## src/admcr_pkg.sv

```systemverilog
// Package with register indices, field positions, reset values and codes of the mode-control bank.
// Operation
// RL1: Control word bit 15 selects read when 1, write when 0.
// RL2: Registers 22 and 23 are read-only; writes never change them.
// RL3: Bits 14..8 carry the register index, bits 7..0 the data byte.
// RL4: Each channel has its own 8-bit gain code, reset to all ones.
// RL5: Codes 15 to 255 give 0.5 dB times code minus 255.
// RL6: Codes 0 to 14 mean full mute of that channel.
// RL7: Channel codes are independent; one load-enable governs both channels.
// RL8: Load-enable 0 keeps applied gains; 1 applies newly written codes.
// RL9: Format field decodes six formats, reset 24-bit I2S, 110 and 111 reserved.
// RL10: In filter bypass mode the format field takes its alternative meaning.
// RL11: Emphasis frequency decodes off, 48, 44.1 and 32 kHz, reset off.
// RL12: Emphasis enable applies de-emphasis to both channels at selected frequency.
// RL13: In bitstream mode the emphasis field selects analog FIR performance.
// RL14: Soft mute bit mutes both channels together, reset unmuted.
// RL15: Soft mute is a 256-step ramp toward mute, step time from rate field; the code ramps 255 steps, from code 255 down to 0.
// RL16: Phase invert bit inverts output polarity of both channels.
// RL17: Rate field steps every 1, 2, 4 or 8 frame clocks, reset every one.
// RL18: Applied gain moves one 0.5 dB step per rate interval toward target.
// RL19: Reads return stored byte, reserved bits zero, read-only registers ignore writes.
package admcr_pkg;

	// ============================================================
	// Register indices
	localparam logic [6:0] ADMCR_IDX_LEFT = 7'h10;
	localparam logic [6:0] ADMCR_IDX_RIGHT = 7'h11;
	localparam logic [6:0] ADMCR_IDX_FMT = 7'h12;
	localparam logic [6:0] ADMCR_IDX_FILT = 7'h13;
	localparam logic [6:0] ADMCR_IDX_SYS = 7'h14;
	localparam logic [6:0] ADMCR_IDX_ZEN = 7'h15;
	localparam logic [6:0] ADMCR_IDX_ZST = 7'h16;
	localparam logic [6:0] ADMCR_IDX_DEVNUM = 7'h17;

	// ============================================================
	// Control word layout
	localparam int ADMCR_RW_BIT = 15;
	localparam int ADMCR_IDX_MSB = 14;
	localparam int ADMCR_IDX_LSB = 8;

	// ============================================================
	// Reset values
	localparam logic [7:0] ADMCR_RST_GAIN = 8'hFF;
	localparam logic [7:0] ADMCR_RST_FMT = 8'h50;
	localparam logic [7:0] ADMCR_RST_FILT = 8'h00;
	localparam logic [7:0] ADMCR_RST_SYS = 8'h00;
	localparam logic [7:0] ADMCR_RST_ZEN = 8'h01;

	// ============================================================
	// Writable masks; reserved bits read as zero
	localparam logic [7:0] ADMCR_MASK_FILT = 8'hF7;
	localparam logic [7:0] ADMCR_MASK_SYS = 8'h3F;
	localparam logic [7:0] ADMCR_MASK_ZEN = 8'h07;

	// ============================================================
	// Field positions
	localparam int ADMCR_BIT_LOAD = 7;
	localparam int ADMCR_FMT_LSB = 4;
	localparam int ADMCR_EMF_LSB = 2;
	localparam int ADMCR_BIT_EME = 1;
	localparam int ADMCR_BIT_MUTE = 0;
	localparam int ADMCR_BIT_INV = 7;
	localparam int ADMCR_RATE_LSB = 5;
	localparam int ADMCR_BIT_ODIS = 4;
	localparam int ADMCR_BIT_BSS = 2;
	localparam int ADMCR_BIT_ROLL = 1;
	localparam int ADMCR_BIT_EZM = 0;
	localparam int ADMCR_BIT_SOFT_SYSTEM_RESET = 6;
	localparam int ADMCR_BIT_DSD = 5;
	localparam int ADMCR_BIT_BYP = 4;

	// ============================================================
	// Gain codes
	localparam logic [7:0] ADMCR_MUTE_MAX = 8'h0E;
	localparam logic [7:0] ADMCR_GAIN_MIN = 8'h00;

	typedef enum logic [2:0] {
		ADMCR_IDLE = 3'b001,
		ADMCR_SHIFT = 3'b010,
		ADMCR_DONE = 3'b100
	} admcr_state_t;

endpackage

```

## src/admcr_regs.sv

```systemverilog
// Mode-control register bank of a stereo audio converter with gain ramping.
`timescale 1ns/1ps
module admcr_regs #(
	parameter logic [4:0] DEVICE_NUMBER = 5'h05 // Value is arbitrary.
) (
	input wire logic clk,
	input wire logic rst_n,
	input wire logic frame_clock,
	input wire logic word_valid,
	input wire logic [15:0] word_in,
	input wire logic left_zero_flag,
	input wire logic right_zero_flag,
	output logic [7:0] read_data,
	output logic read_valid,
	output logic [7:0] left_gain_code,
	output logic [7:0] right_gain_code,
	output logic left_mute,
	output logic right_mute,
	output logic [2:0] audio_word_format,
	output logic format_alt_meaning,
	output logic [1:0] emphasis_freq_select,
	output logic emphasis_enable,
	output logic [1:0] fir_perf_select,
	output logic phase_invert,
	output logic output_disable,
	output logic rolloff_select,
	output logic endless_zero_mute,
	output logic bypass_stereo_select,
	output logic [5:0] system_mode,
	output logic [2:0] zero_enable,
	output logic soft_system_reset
);
	import admcr_pkg::*;

	logic [7:0] left_attenuation;
	logic [7:0] right_attenuation;
	logic [7:0] format_emphasis_mute_control;
	logic [7:0] output_filter_control;
	logic [7:0] system_mode_control;
	logic [7:0] zero_flag_enable;
	logic [7:0] zero_flag_status;
	logic [7:0] left_target;
	logic [7:0] right_target;
	logic [2:0] frame_sync;
	logic [2:0] frame_div;
	logic frame_edge;
	logic rate_tick;
	logic [2:0] rate_mask;
	logic wr;
	logic rd;
	logic [6:0] idx;
	logic [7:0] wdata;
	logic [1:0] zero_meta;
	logic [1:0] zero_sync;

	// One ramp step of 0.5 dB toward the wanted code.
	function automatic logic [7:0] admcr_step(input logic [7:0] cur, input logic [7:0] want);
		logic [7:0] r;
		r = cur;
		if (cur < want) begin
			r = cur + 8'h01;
		end else if (cur > want) begin
			r = cur - 8'h01;
		end
		return r;
	endfunction

	// ============================================================
	// Control word decode
	assign wr = word_valid && !word_in[ADMCR_RW_BIT]; // [RL1]
	assign rd = word_valid && word_in[ADMCR_RW_BIT]; // [RL1]
	assign idx = word_in[ADMCR_IDX_MSB:ADMCR_IDX_LSB]; // [RL3]
	assign wdata = word_in[7:0]; // [RL3]

	// Register writes; the read-only indices have no write path at all.
	always_ff @(posedge clk or negedge rst_n) begin
		if (!rst_n) begin
			left_attenuation <= ADMCR_RST_GAIN; // [RL4]
			right_attenuation <= ADMCR_RST_GAIN; // [RL4]
			format_emphasis_mute_control <= ADMCR_RST_FMT; // [RL9]
			output_filter_control <= ADMCR_RST_FILT;
			system_mode_control <= ADMCR_RST_SYS;
			zero_flag_enable <= ADMCR_RST_ZEN;
		end else begin
			// The reset-request bit is write-only, so it self-clears after one cycle.
			system_mode_control[ADMCR_BIT_SOFT_SYSTEM_RESET] <= 1'b0;
			if (wr) begin
				if (idx == ADMCR_IDX_LEFT) begin
					left_attenuation <= wdata; // [RL7]
				end else if (idx == ADMCR_IDX_RIGHT) begin
					right_attenuation <= wdata; // [RL7]
				end else if (idx == ADMCR_IDX_FMT) begin
					format_emphasis_mute_control <= wdata;
				end else if (idx == ADMCR_IDX_FILT) begin
					output_filter_control <= wdata & ADMCR_MASK_FILT; // [RL19]
				end else if (idx == ADMCR_IDX_SYS) begin
					// The reset-request bit must be writable even though it never reads back.
					system_mode_control <= wdata & (ADMCR_MASK_SYS | (8'h01 << ADMCR_BIT_SOFT_SYSTEM_RESET)); // [RL19]
				end else if (idx == ADMCR_IDX_ZEN) begin
					zero_flag_enable <= wdata & ADMCR_MASK_ZEN; // [RL19]
				end
			end
		end
	end

	// Zero flags come from the audio path, so they pass two flops first.
	always_ff @(posedge clk or negedge rst_n) begin
		if (!rst_n) begin
			zero_meta <= 2'h0;
			zero_sync <= 2'h0;
		end else begin
			zero_meta <= {right_zero_flag, left_zero_flag};
			zero_sync <= zero_meta;
		end
	end
	assign zero_flag_status = {6'h00, zero_sync}; // [RL2]

	// Readback of the stored byte, one cycle after the request.
	always_ff @(posedge clk or negedge rst_n) begin
		if (!rst_n) begin
			read_data <= 8'h00;
			read_valid <= 1'b0;
		end else begin
			read_valid <= rd;
			if (rd) begin
				if (idx == ADMCR_IDX_LEFT) begin
					read_data <= left_attenuation; // [RL19]
				end else if (idx == ADMCR_IDX_RIGHT) begin
					read_data <= right_attenuation;
				end else if (idx == ADMCR_IDX_FMT) begin
					read_data <= format_emphasis_mute_control;
				end else if (idx == ADMCR_IDX_FILT) begin
					read_data <= output_filter_control;
				end else if (idx == ADMCR_IDX_SYS) begin
					// Write-only reset bit never reads back.
					read_data <= system_mode_control & ~(8'h01 << ADMCR_BIT_SOFT_SYSTEM_RESET);
				end else if (idx == ADMCR_IDX_ZEN) begin
					read_data <= zero_flag_enable;
				end else if (idx == ADMCR_IDX_ZST) begin
					read_data <= zero_flag_status; // [RL2]
				end else if (idx == ADMCR_IDX_DEVNUM) begin
					read_data <= {3'h0, DEVICE_NUMBER}; // [RL2]
				end else begin
					read_data <= 8'h00;
				end
			end
		end
	end

	// ============================================================
	// Gain targets: codes are latched only while load-enable is set.
	always_ff @(posedge clk or negedge rst_n) begin
		if (!rst_n) begin
			left_target <= ADMCR_RST_GAIN;
			right_target <= ADMCR_RST_GAIN;
		end else if (format_emphasis_mute_control[ADMCR_BIT_LOAD]) begin
			left_target <= left_attenuation; // [RL8]
			right_target <= right_attenuation; // [RL8]
		end
	end

	// Frame clock is a pin: synchronise, then detect rising edges.
	always_ff @(posedge clk or negedge rst_n) begin
		if (!rst_n) begin
			frame_sync <= 3'h0;
		end else begin
			frame_sync <= {frame_sync[1:0], frame_clock};
		end
	end
	assign frame_edge = frame_sync[1] && !frame_sync[2];

	// Rate divider: step every 1, 2, 4 or 8 frames.
	always_comb begin
		case (output_filter_control[ADMCR_RATE_LSB +: 2])
			2'b00: rate_mask = 3'h0;
			2'b01: rate_mask = 3'h1;
			2'b10: rate_mask = 3'h3;
			default: rate_mask = 3'h7;
		endcase
	end
	always_ff @(posedge clk or negedge rst_n) begin
		if (!rst_n) begin
			frame_div <= 3'h0;
		end else if (frame_edge) begin
			frame_div <= frame_div + 3'h1; // [RL17]
		end
	end
	assign rate_tick = frame_edge && ((frame_div & rate_mask) == 3'h0); // [RL17]

	// Applied gain ramps one code per tick; soft mute ramps toward zero, 255 steps from full scale.
	always_ff @(posedge clk or negedge rst_n) begin
		if (!rst_n) begin
			left_gain_code <= ADMCR_RST_GAIN;
			right_gain_code <= ADMCR_RST_GAIN;
		end else if (rate_tick) begin
			if (format_emphasis_mute_control[ADMCR_BIT_MUTE]) begin
				left_gain_code <= admcr_step(left_gain_code, ADMCR_GAIN_MIN); // [RL14] [RL15]
				right_gain_code <= admcr_step(right_gain_code, ADMCR_GAIN_MIN); // [RL15]
			end else begin
				left_gain_code <= admcr_step(left_gain_code, left_target); // [RL18]
				right_gain_code <= admcr_step(right_gain_code, right_target); // [RL18]
			end
		end
	end

	// Mute flags and decoded mode outputs, all registered.
	always_ff @(posedge clk or negedge rst_n) begin
		if (!rst_n) begin
			left_mute <= 1'b0;
			right_mute <= 1'b0;
			audio_word_format <= ADMCR_RST_FMT[ADMCR_FMT_LSB +: 3];
			format_alt_meaning <= 1'b0;
			emphasis_freq_select <= 2'h0;
			emphasis_enable <= 1'b0;
			fir_perf_select <= 2'h0;
			phase_invert <= 1'b0;
			output_disable <= 1'b0;
			rolloff_select <= 1'b0;
			endless_zero_mute <= 1'b0;
			bypass_stereo_select <= 1'b0;
			system_mode <= 6'h00;
			zero_enable <= ADMCR_RST_ZEN[2:0];
			soft_system_reset <= 1'b0;
		end else begin
			// Codes 0..14 are infinite attenuation; 15..255 map linearly in the converter.
			left_mute <= (left_gain_code <= ADMCR_MUTE_MAX); // [RL5] [RL6]
			right_mute <= (right_gain_code <= ADMCR_MUTE_MAX); // [RL6]
			audio_word_format <= format_emphasis_mute_control[ADMCR_FMT_LSB +: 3]; // [RL9]
			format_alt_meaning <= system_mode_control[ADMCR_BIT_BYP]; // [RL10]
			// In bitstream mode the field drives the FIR select instead of emphasis.
			if (system_mode_control[ADMCR_BIT_DSD]) begin
				emphasis_freq_select <= 2'h0;
				emphasis_enable <= 1'b0;
				fir_perf_select <= format_emphasis_mute_control[ADMCR_EMF_LSB +: 2]; // [RL13]
			end else begin
				emphasis_freq_select <= format_emphasis_mute_control[ADMCR_EMF_LSB +: 2]; // [RL11]
				emphasis_enable <= format_emphasis_mute_control[ADMCR_BIT_EME]; // [RL12]
				fir_perf_select <= 2'h0;
			end
			phase_invert <= output_filter_control[ADMCR_BIT_INV]; // [RL16]
			output_disable <= output_filter_control[ADMCR_BIT_ODIS];
			rolloff_select <= output_filter_control[ADMCR_BIT_ROLL];
			endless_zero_mute <= output_filter_control[ADMCR_BIT_EZM];
			bypass_stereo_select <= output_filter_control[ADMCR_BIT_BSS];
			system_mode <= system_mode_control[5:0];
			zero_enable <= zero_flag_enable[2:0];
			soft_system_reset <= system_mode_control[ADMCR_BIT_SOFT_SYSTEM_RESET];
		end
	end

endmodule

```

## config.mk

```make
export PLATFORM = sky130hd
export DESIGN_NAME = admcr_regs
export DESIGN_NICKNAME = d
export VERILOG_FILES = /design/src/admcr_pkg.sv /design/src/admcr_regs.sv
export SDC_FILE = /design/constraint.sdc
export NUM_CORES = 1
export LEC_CHECK = 0
export CORE_ASPECT_RATIO = 0.7
export CORE_UTILIZATION = 34
export CTS_CLUSTER_SIZE = 30
export DETAILED_ROUTE_END_ITERATION = 8
export DONT_BUFFER_PORTS = 1
export PLACE_DENSITY = 0.45
export SLEW_MARGIN = 40
export SYNTH_ARGS = -nofsm -noshare
export SYNTH_HDL_FRONTEND = slang
export SYNTH_SLANG_ARGS = --single-unit
```

## constraint.sdc

```tcl
create_clock -name clk -period 6.5 [get_ports clk]
set_input_delay 1.3 -clock clk [delete_from_list [all_inputs] [get_ports clk]]
set_output_delay 1.3 -clock clk [all_outputs]
set_load 0.01 [all_outputs]
```

Yosys cells after proc, flatten, opt, wreduce, memory -nomap -nowiden
Index checks and enable logic that the tools add are counted.
- output and inout port bits: 51
- logic and storage cells: 111
- input port bits: 22
- bits in registers: 118
- $add $sub $neg: 5
- magnitude comparators: 10
- bitwise operators: 6
- equality and inequality tests: 12
- reductions and logical operators: 18
- mux-type cells: 28
- operators with widths (kind ; number):
    $mux 8 ; 14
    $eq 7x5->1 const B ; 8
    $mux 7 ; 6
    $add 8x1->8 const B ; 2
    $gt 8x1->1 const B ; 2
    $gt 8x8->1 ; 2
    $le 8x4->1 const B ; 2
    $lt 8x1->1 const B ; 2
    $lt 8x8->1 ; 2
    $sub 8x1->8 const B ; 2
    $mux 3 ; 3
    $pmux 3 s3 ; 1
    $reduce_and 3->1 ; 3
    $reduce_and 7->1 ; 1
    $mux 6 ; 1
    $ne 3x1->1 const B ; 2
    $reduce_and 6->1 ; 1
    $reduce_bool 3->1 ; 2
    $not 1->1 ; 5
    $reduce_and 5->1 ; 1
    $logic_and 1x1->1 ; 4
    $mux 2 ; 2
    $reduce_and 4->1 ; 1
    $add 3x1->3 const B ; 1
    8 further kinds ; 9

Logic depth before layout (Yosys ltp)
Gate-level depths: netlist of the first run.
- depth after elaboration: 9
- depth in mapped cells: 9
- mapped depth without buffers: 8

Worst setup path before layout of the first run
No wires, ideal clock.
- kind: input-to-reg
- from: input port word_in[13]
- to: register zero_flag_enable[1]
- stages: 7
- required time: 6.375 ns
- data arrival time: 2.951 ns
- setup time: 0.125 ns
- path buffers: 1
- setup slack: 3.424 ns
- cells stage by stage: or3b_4 -> or2_1 -> buf_6 -> nor2_1 -> nand2_1 -> nor3_1 -> mux2_2
- cells in the longest elaborated chain, start to end: 3
- elaborated cells on any way between the ends: 12
- classes of those cells: eq/ne: 6; bitwise: 5; reduce/logical: 1
- RTL lines (element ; RTL line ; source):
    start, declared ; admcr_regs.sv:10 ; input wire logic [15:0] word_in,
    $eq 7x5->1 (on tied branches) ; -- ;
    $not 1->1 (no line) ; -- ;
    $reduce_and 7->1 (no line) * ; -- ;
    end signal, assigned ; admcr_regs.sv:100 ; zero_flag_enable <= wdata & ADMCR_MASK_ZEN;
    end, declared ; admcr_regs.sv:40 ; logic [7:0] zero_flag_enable;
Every way passes the cells marked *; elsewhere a longest branch is shown, timed or not.
A chain may end at the register's enable or synchronous reset.

Worst setup path in the final report of the first run
- from: input port word_in[13]
- to: register format_emphasis_mute_control[3]
- cells in the longest elaborated chain, start to end: 3
- elaborated cells on any way between the ends: 6
- classes of those cells: eq/ne: 3; bitwise: 2; reduce/logical: 1
- RTL lines (element ; RTL line ; source):
    $eq 7x5->1 (on tied branches) ; admcr_regs.sv:90, admcr_regs.sv:88 ;
    $not 1->1 (no line) ; -- ;
    $reduce_and 4->1 (no line) * ; -- ;
    end signal, assigned ; admcr_regs.sv:93 ; format_emphasis_mute_control <= wdata;
    end, declared ; admcr_regs.sv:37 ; logic [7:0] format_emphasis_mute_control;
Marked as above.

==> results.sh, run 1 <==
export IMPL_first_global_vias=3736
export IMPL_worst_slew_pin_slew_ns=0.786
export IMPL_multi_input_area_um2=2350
export IMPL_arrival_ns=3.28
export IMPL_cp_max_fo=9
export IMPL_nets=524
export IMPL_async_reset_ff_share_pct=100
export IMPL_synth_cells=476
export IMPL_ys_seq_elements=117
export IMPL_rsz0062_at_grt="false"
export IMPL_fin_skew_ns=0.00903
export IMPL_gr_total_overflow=0
export IMPL_antennaDiodeCount=0
export IMPL_clock_tree_buffer_depth=2
export IMPL_hp_class="flip-flop to flip-flop"
export IMPL_crit_start="word_in[13]"
export IMPL_grt_max_degree=118
export IMPL_grt_pass1_wl_um=21500
export IMPL_finalSetupTns_ns=0
export IMPL_numClockSinks=117
export IMPL_crit_path_start_kind="primary input"
export IMPL_combPwrFrac_pct=17.8
export IMPL_via_count=3618
export IMPL_insertion_delay_ns=0.41
export IMPL_drt_vias_per_instance=5.24
export IMPL_core_area_um2=15700
export IMPL_fmax_mhz=335
export IMPL_finalPower_mw=2.56
export IMPL_synth_seq_area_share_pct=54.3
export IMPL_final_period_utilization_pct=45.9
export IMPL_powerDensity_nw_per_um2=401
export IMPL_maxSlewViolCount=0
export IMPL_syn_area_um2=5520
export IMPL_drc=0
export IMPL_finalSetupViolCount=0
export IMPL_regToRegStartpoint="left_gain_code[5]$_DFFE_PN1P_"
export IMPL_postLayoutCellArea_um2=6380
export IMPL_grt_usage_pct=17.3
export IMPL_crit_path_max_incr_delay_ns=0.55
export IMPL_min_period_ns=2.98
export IMPL_p_sw_share_pct=29.4
export IMPL_die_w_um=154
export IMPL_hp_start="zero_meta[0]$_DFF_PN0_"
export IMPL_status="finished clean"
export IMPL_synth_warnings=0
export IMPL_final_common_cell="dfrtp_1"
export IMPL_maxCapViolations=0
export IMPL_post_cts_buffers=0
export IMPL_synth_top_area_share_pct=28.6
export IMPL_cts_resized=0
export IMPL_routed_wl_um=13400
export IMPL_root_buffer="clkbuf_16"
export IMPL_wl_per_cell_um=19.5
export IMPL_fillers=1483
export IMPL_final_seq_area_um2=3000
export IMPL_cp_slowest_cell="and4_1"
export IMPL_layout_drive_gt1_share_pct=29.0
export IMPL_yosysTopAreaCell="dfrtp_1"
export IMPL_drt_iter0_markers=276
export IMPL_worst_ir_drop_vdd_v=0.000146
export IMPL_p_seq_share_pct=40.2
export IMPL_start_util_pct=35.2
export IMPL_endpoint_kind="flip-flop"
export IMPL_row_count=38
export IMPL_dp_hpwl_um=9200
export IMPL_p_clk_share_pct=42.1
export IMPL_holdBufCountCts=0
export IMPL_die_area_um2=16700
export IMPL_numCtsBuffers=17
export IMPL_synth_top_cells_by_area="dfrtp_1 (29%), dfstp_2 (26%), mux2_2 (7.1%), ha_1 (5.7%), o21ai_0 (3.6%)"
export IMPL_critPathRequiredTime_ns=6.80
export IMPL_synth_edf_count=0
export IMPL_syn_avg_cell_area_um2=11.6
export IMPL_cellLeakagePower_nw=2.69
export IMPL_power_internal_mw=1.81
export IMPL_criticalPathCategory="primary input to flip-flop"
export IMPL_area_growth_pct=15.6
export IMPL_power_switching_mw=0.753
export IMPL_dr_pass1_iters=4
export IMPL_placed_area_um2=5690
export IMPL_io_pins=73
export IMPL_ys_flop_type="dfrtp_1"
export IMPL_place_congestion=0.783
export IMPL_relSlewSlack_pct=47.4
export IMPL_cts_clk_slew_worst_paths_ns=0.05
export IMPL_syn_nets=523
export IMPL_mostFrequentLayoutCells="dfrtp_1 (62), dfstp_2 (54), nand2_1 (44)"
export IMPL_path_cells="or3b_4 > or2_1 > nor2_1 > and4_1 > mux2_2"
export IMPL_ys_types=63
export IMPL_h_tree_depth=4
export IMPL_cts_tree="built"
export IMPL_ant_nets=0
export IMPL_whs_ns=0.346
export IMPL_io_buffers=0
export IMPL_hold_viol=0
export IMPL_die_y_um=109
export IMPL_antenna_found_initial=0
power by group through the flow:
| stage | clock network, mW | registers [mW] | logic (mW) |
|---|---|---|---|
| 3_5_place_dp | 0 | 1.04 | 0.451 |
| 6_report | 1.08 | 1.03 | 0.454 |
| 5_1_grt | 1.14 | 1.05 | 0.517 |
| 2_1_floorplan | 0 | 0.979 | 0.376 |
| 4_1_cts | 1.10 | 1.03 | 0.455 |
| 3_3_place_gp | 0 | 1.04 | 0.429 |
cells by family after synthesis:
family	after synthesis	share of synthesized area, %
muxes	48	10.7
xor gates and xnor gates	16	2.54
AOI/OAI and AO/OA	100	11.7
buffers and inverters	44	3.36
and+or+nand+nor	126	11.8
DFF	117	54.3
adders and majority gates	25	5.67
Yosys cell counts, drive strengths merged, types with 3 or more instances:
| master | count |
|---|---|
| nand4 | 5 |
| clkbuf | 14 |
| o21bai | 3 |
| inv | 26 |
| dfrtp | 63 |
| dfstp | 54 |
| nor2 | 18 |
| xor2 | 5 |
| mux2i | 3 |
| nor4 | 7 |
| buf | 4 |
| nand3 | 8 |
| nor3 | 13 |
| a31oi | 5 |
| nand2 | 44 |
| nand2b | 6 |
| or4 | 4 |
| or2 | 3 |
| xnor2 | 11 |
| a21oi | 15 |
| nor2b | 9 |
| ha | 25 |
| o211ai | 5 |
| o21ai | 40 |
| mux2 | 43 |
worst max-delay path: cells and delay by family:
family | cells | cell delay, ns
and+or+nand+nor | 4 | 1.58
muxes | 1 | 0.39
cell type report:
type / instances / area share [%]
multi-input cells: 315 / 36.8
well taps: 200 / 3.92
inverters: 26 / 1.53
clock buffers: 24 / 8.18
flip-flops and latches: 117 / 47.0
clock inverters: 8 / 2.59
layer usage:
layer	wire length [um]	up-vias	part of all wire, %	global-route usage [%]
li1	-	1706	-	-
met1	6900	1820	51	25.4
met2	5630	80	42	23.5
met3	773	12	5.8	6.01
met4	133	0	0.99	4.93
met5	0	-	0	0
final timing paths:
check                                                         endpoint  slack, ns  cells past startpoint
max                        format_emphasis_mute_control[3]$_DFFE_PN0P_       3.52                      5
max in group asynchronous              zero_flag_enable[0]$_DFFE_PN1P_       5.61                      0
max reg2reg                              left_gain_code[3]$_DFFE_PN1P_       3.73                      7
min in group asynchronous                     output_disable$_DFF_PN0_       0.59                      0
min                                             zero_sync[0]$_DFF_PN0_       0.35                      0
min reg2reg                                     zero_sync[0]$_DFF_PN0_       0.35                      0
flip-flops by register name (all words and copies together) (netlist names), 2 cells and up:
register and count:
read_data 8, format_emphasis_mute_control 8, audio_word_format 3, left_gain_code 8, fir_perf_select 2, system_mode 6, right_gain_code 8, emphasis_freq_select 2
frame_div 3, frame_sync 3, zero_meta 2, zero_sync 2, zero_flag_enable 3, left_attenuation 8, right_attenuation 8, right_target 8
output_filter_control 7, zero_enable 3, system_mode_control 7, left_target 8
stage by stage:
stage | util, % | instances | setup WS, ns
6_report | 40.6 | 690 | 3.52
5_1_grt | 40.6 | 690 | 3.43
2_1_floorplan | - | 476 | 3.42
3_3_place_gp | 36.2 | 658 | 3.16
4_1_cts | 40.6 | 690 | 3.56
3_5_place_dp | 36.3 | 658 | 3.12
Note: power is estimated with default switching activity, not from simulation.
==> run 2: changes to the inputs <==
- clock period: 6.5 -> 2.82 ns (I/O delays scaled with it)
==> run 2 against run 1 <==
Effect of this change:
- hold slack got worse by 0.29 ns
- register-to-register slack got worse by 3.5 ns
- global-route usage increased by 0.14 points
- clock power increased by 110%
- die area unchanged
- routed wire length decreased by 0.58%
- combinational power increased by 140%
- count of clock-buffer cells in the layout decreased by 5
- sequential share of layout area decreased by 0.18 points
- flip-flop and latch count unchanged
- final cell count increased by 1.0%
- core utilization increased by 0.14 points
- largest cell class unchanged
==> results.sh, run 2 (same netlist as run 1, synthesis figures left out) <==
export IMPL_core_area_um2=15700
export IMPL_fin_skew_ns=0.00888
export IMPL_cp_slowest_cell="dfstp_2"
export IMPL_die_y_um=109
export IMPL_cp_max_fo=8
export IMPL_maxCapViolations=0
export IMPL_root_buffer="clkbuf_16"
export IMPL_grt_max_degree=85
export IMPL_row_count=38
export IMPL_numClockSinks=117
export IMPL_antenna_found_initial=0
export IMPL_mostFrequentLayoutCells="dfrtp_1 (63), dfstp_2 (54), nand2_1 (44)"
export IMPL_fin_cells=697
export IMPL_place_congestion=0.775
export IMPL_finalSetupViolCount=0
export IMPL_first_global_vias=3777
export IMPL_endpoint_kind="flip-flop"
export IMPL_drt_vias_per_instance=5.32
export IMPL_placed_area_um2=5730
export IMPL_dp_hpwl_um=9210
export IMPL_routed_wl_um=13400
export IMPL_powerDensity_nw_per_um2=891
export IMPL_io_pins=73
export IMPL_ant_nets=0
export IMPL_worst_ir_drop_vdd_v=0.000323
export IMPL_clock_tree_buffer_depth=2
export IMPL_hp_class="primary input to async pin"
export IMPL_min_period_ns=2.55
export IMPL_critPathRequiredTime_ns=3.16
export IMPL_cp_buffers_inverters=0
export IMPL_top_layer="met4"
export IMPL_final_seq_area_um2=3000
export IMPL_cts_tree="built"
export IMPL_worst_slew_pin_slew_ns=0.616
export IMPL_hold_viol=0
export IMPL_io_buffers=0
export IMPL_h_tree_depth=4
export IMPL_die_w_um=154
export IMPL_numCtsBuffers=17
export IMPL_crit_path_start_kind="flip-flop"
export IMPL_rsz0062_at_grt="false"
export IMPL_fmax_mhz=392
export IMPL_status="finished clean"
export IMPL_post_cts_buffers=0
export IMPL_drc=0
export IMPL_criticalPathCategory="flip-flop to flip-flop"
export IMPL_nets=531
export IMPL_start_util_pct=35.2
export IMPL_multi_input_area_um2=2350
export IMPL_gr_total_overflow=0
export IMPL_die_area_um2=16700
export IMPL_wl_per_cell_um=19.2
export IMPL_path_cells="ha_1 > a211oi_1 > o21bai_1 > or2_2 > or4_1 > a21oi_1 > xor2_1"
export IMPL_drt_iter0_markers=222
export IMPL_fillers=1478
export IMPL_grt_pass1_wl_um=21700
export IMPL_via_count=3705
export IMPL_final_common_cell="dfrtp_1"
export IMPL_layout_drive_gt1_share_pct=29.8
export IMPL_finalSetupTns_ns=0
export IMPL_crit_path_max_incr_delay_ns=0.63
export IMPL_insertion_delay_ns=0.41
export IMPL_drt_met1_wl_um=7040
export IMPL_wl_met2_um=5470
export IMPL_cpLargestDelayFamily="simple AND/OR/NAND/NOR gates"
export IMPL_met3_length_um=684
export IMPL_grt_usage_pct=17.4
export IMPL_relSlewSlack_pct=58.9
export IMPL_final_period_utilization_pct=90.5
export IMPL_cellLeakagePower_nw=2.69
export IMPL_cts_clk_slew_worst_paths_ns=0.06
export IMPL_dp_cells=663
export IMPL_postLayoutCellArea_um2=6400
export IMPL_area_growth_pct=16.0
export IMPL_antennaDiodeCount=0
export IMPL_maxSlewViolCount=0
export IMPL_arrival_ns=2.89
export IMPL_dr_pass1_iters=4
==> run 2: per-stage QoR <==
step	utilization, %	power (mW)	setup slack (ns)	hold slack, ns
finish	40.8	5.71	0.268	0.0514
global route	40.8	6.06	0.0838	0.0666
CTS	40.8	5.78	0.248	0.0725
detailed placement	36.5	3.43	0.187	0.276
global placement	36.4	3.38	0.276	0.275
floorplan	-	3.12	0.380	0.268
==> run 2: final timing paths <==
path | start | end | slack, ns | cells past startpoint
max | right_gain_code[5]$_DFFE_PN1P_ | right_gain_code[5]$_DFFE_PN1P_ | 0.27 | 7
min | rst_n | left_mute$_DFF_PN0_ | 0.05 | 1
max reg2reg | right_gain_code[5]$_DFFE_PN1P_ | right_gain_code[5]$_DFFE_PN1P_ | 0.27 | 7
min reg2reg | zero_meta[0]$_DFF_PN0_ | zero_sync[0]$_DFF_PN0_ | 0.35 | 0
max in group asynchronous | rst_n | read_data[3]$_DFFE_PN0P_ | 2.39 | 1
min in group clk | left_zero_flag | zero_meta[0]$_DFF_PN0_ | 0.17 | 0
==> run 2: per-layer routing <==
layer / track usage (%) / vias up
met1: 26.0 / 1875
met2: 23.1 / 90
met3: 5.45 / 10
met5: 0 / -
li1: - / 1730
met4: 6.21 / 0
==> run 2: cell type report <==
cell class	instances	share of cell area [%]
flip-flops and latches	117	46.8
multi-input cells	315	36.7
clock buffers	19	7.08
well taps	200	3.91
clock inverters	13	2.70
inverters	26	1.52
repair buffers	7	1.33
==> run 2: power breakdown <==
part           switching [mW]  internal (mW)
clock network           0.814           1.45
logic                   0.630          0.456
registers               0.370           1.99
total                    1.81           3.89
==> run 2: timing repair <==
item                                   CTS  global route
endpoints found under the hold margin   84             0
setup endpoints to repair                0             0
hold buffers                             2             0
resized for setup                        0             0
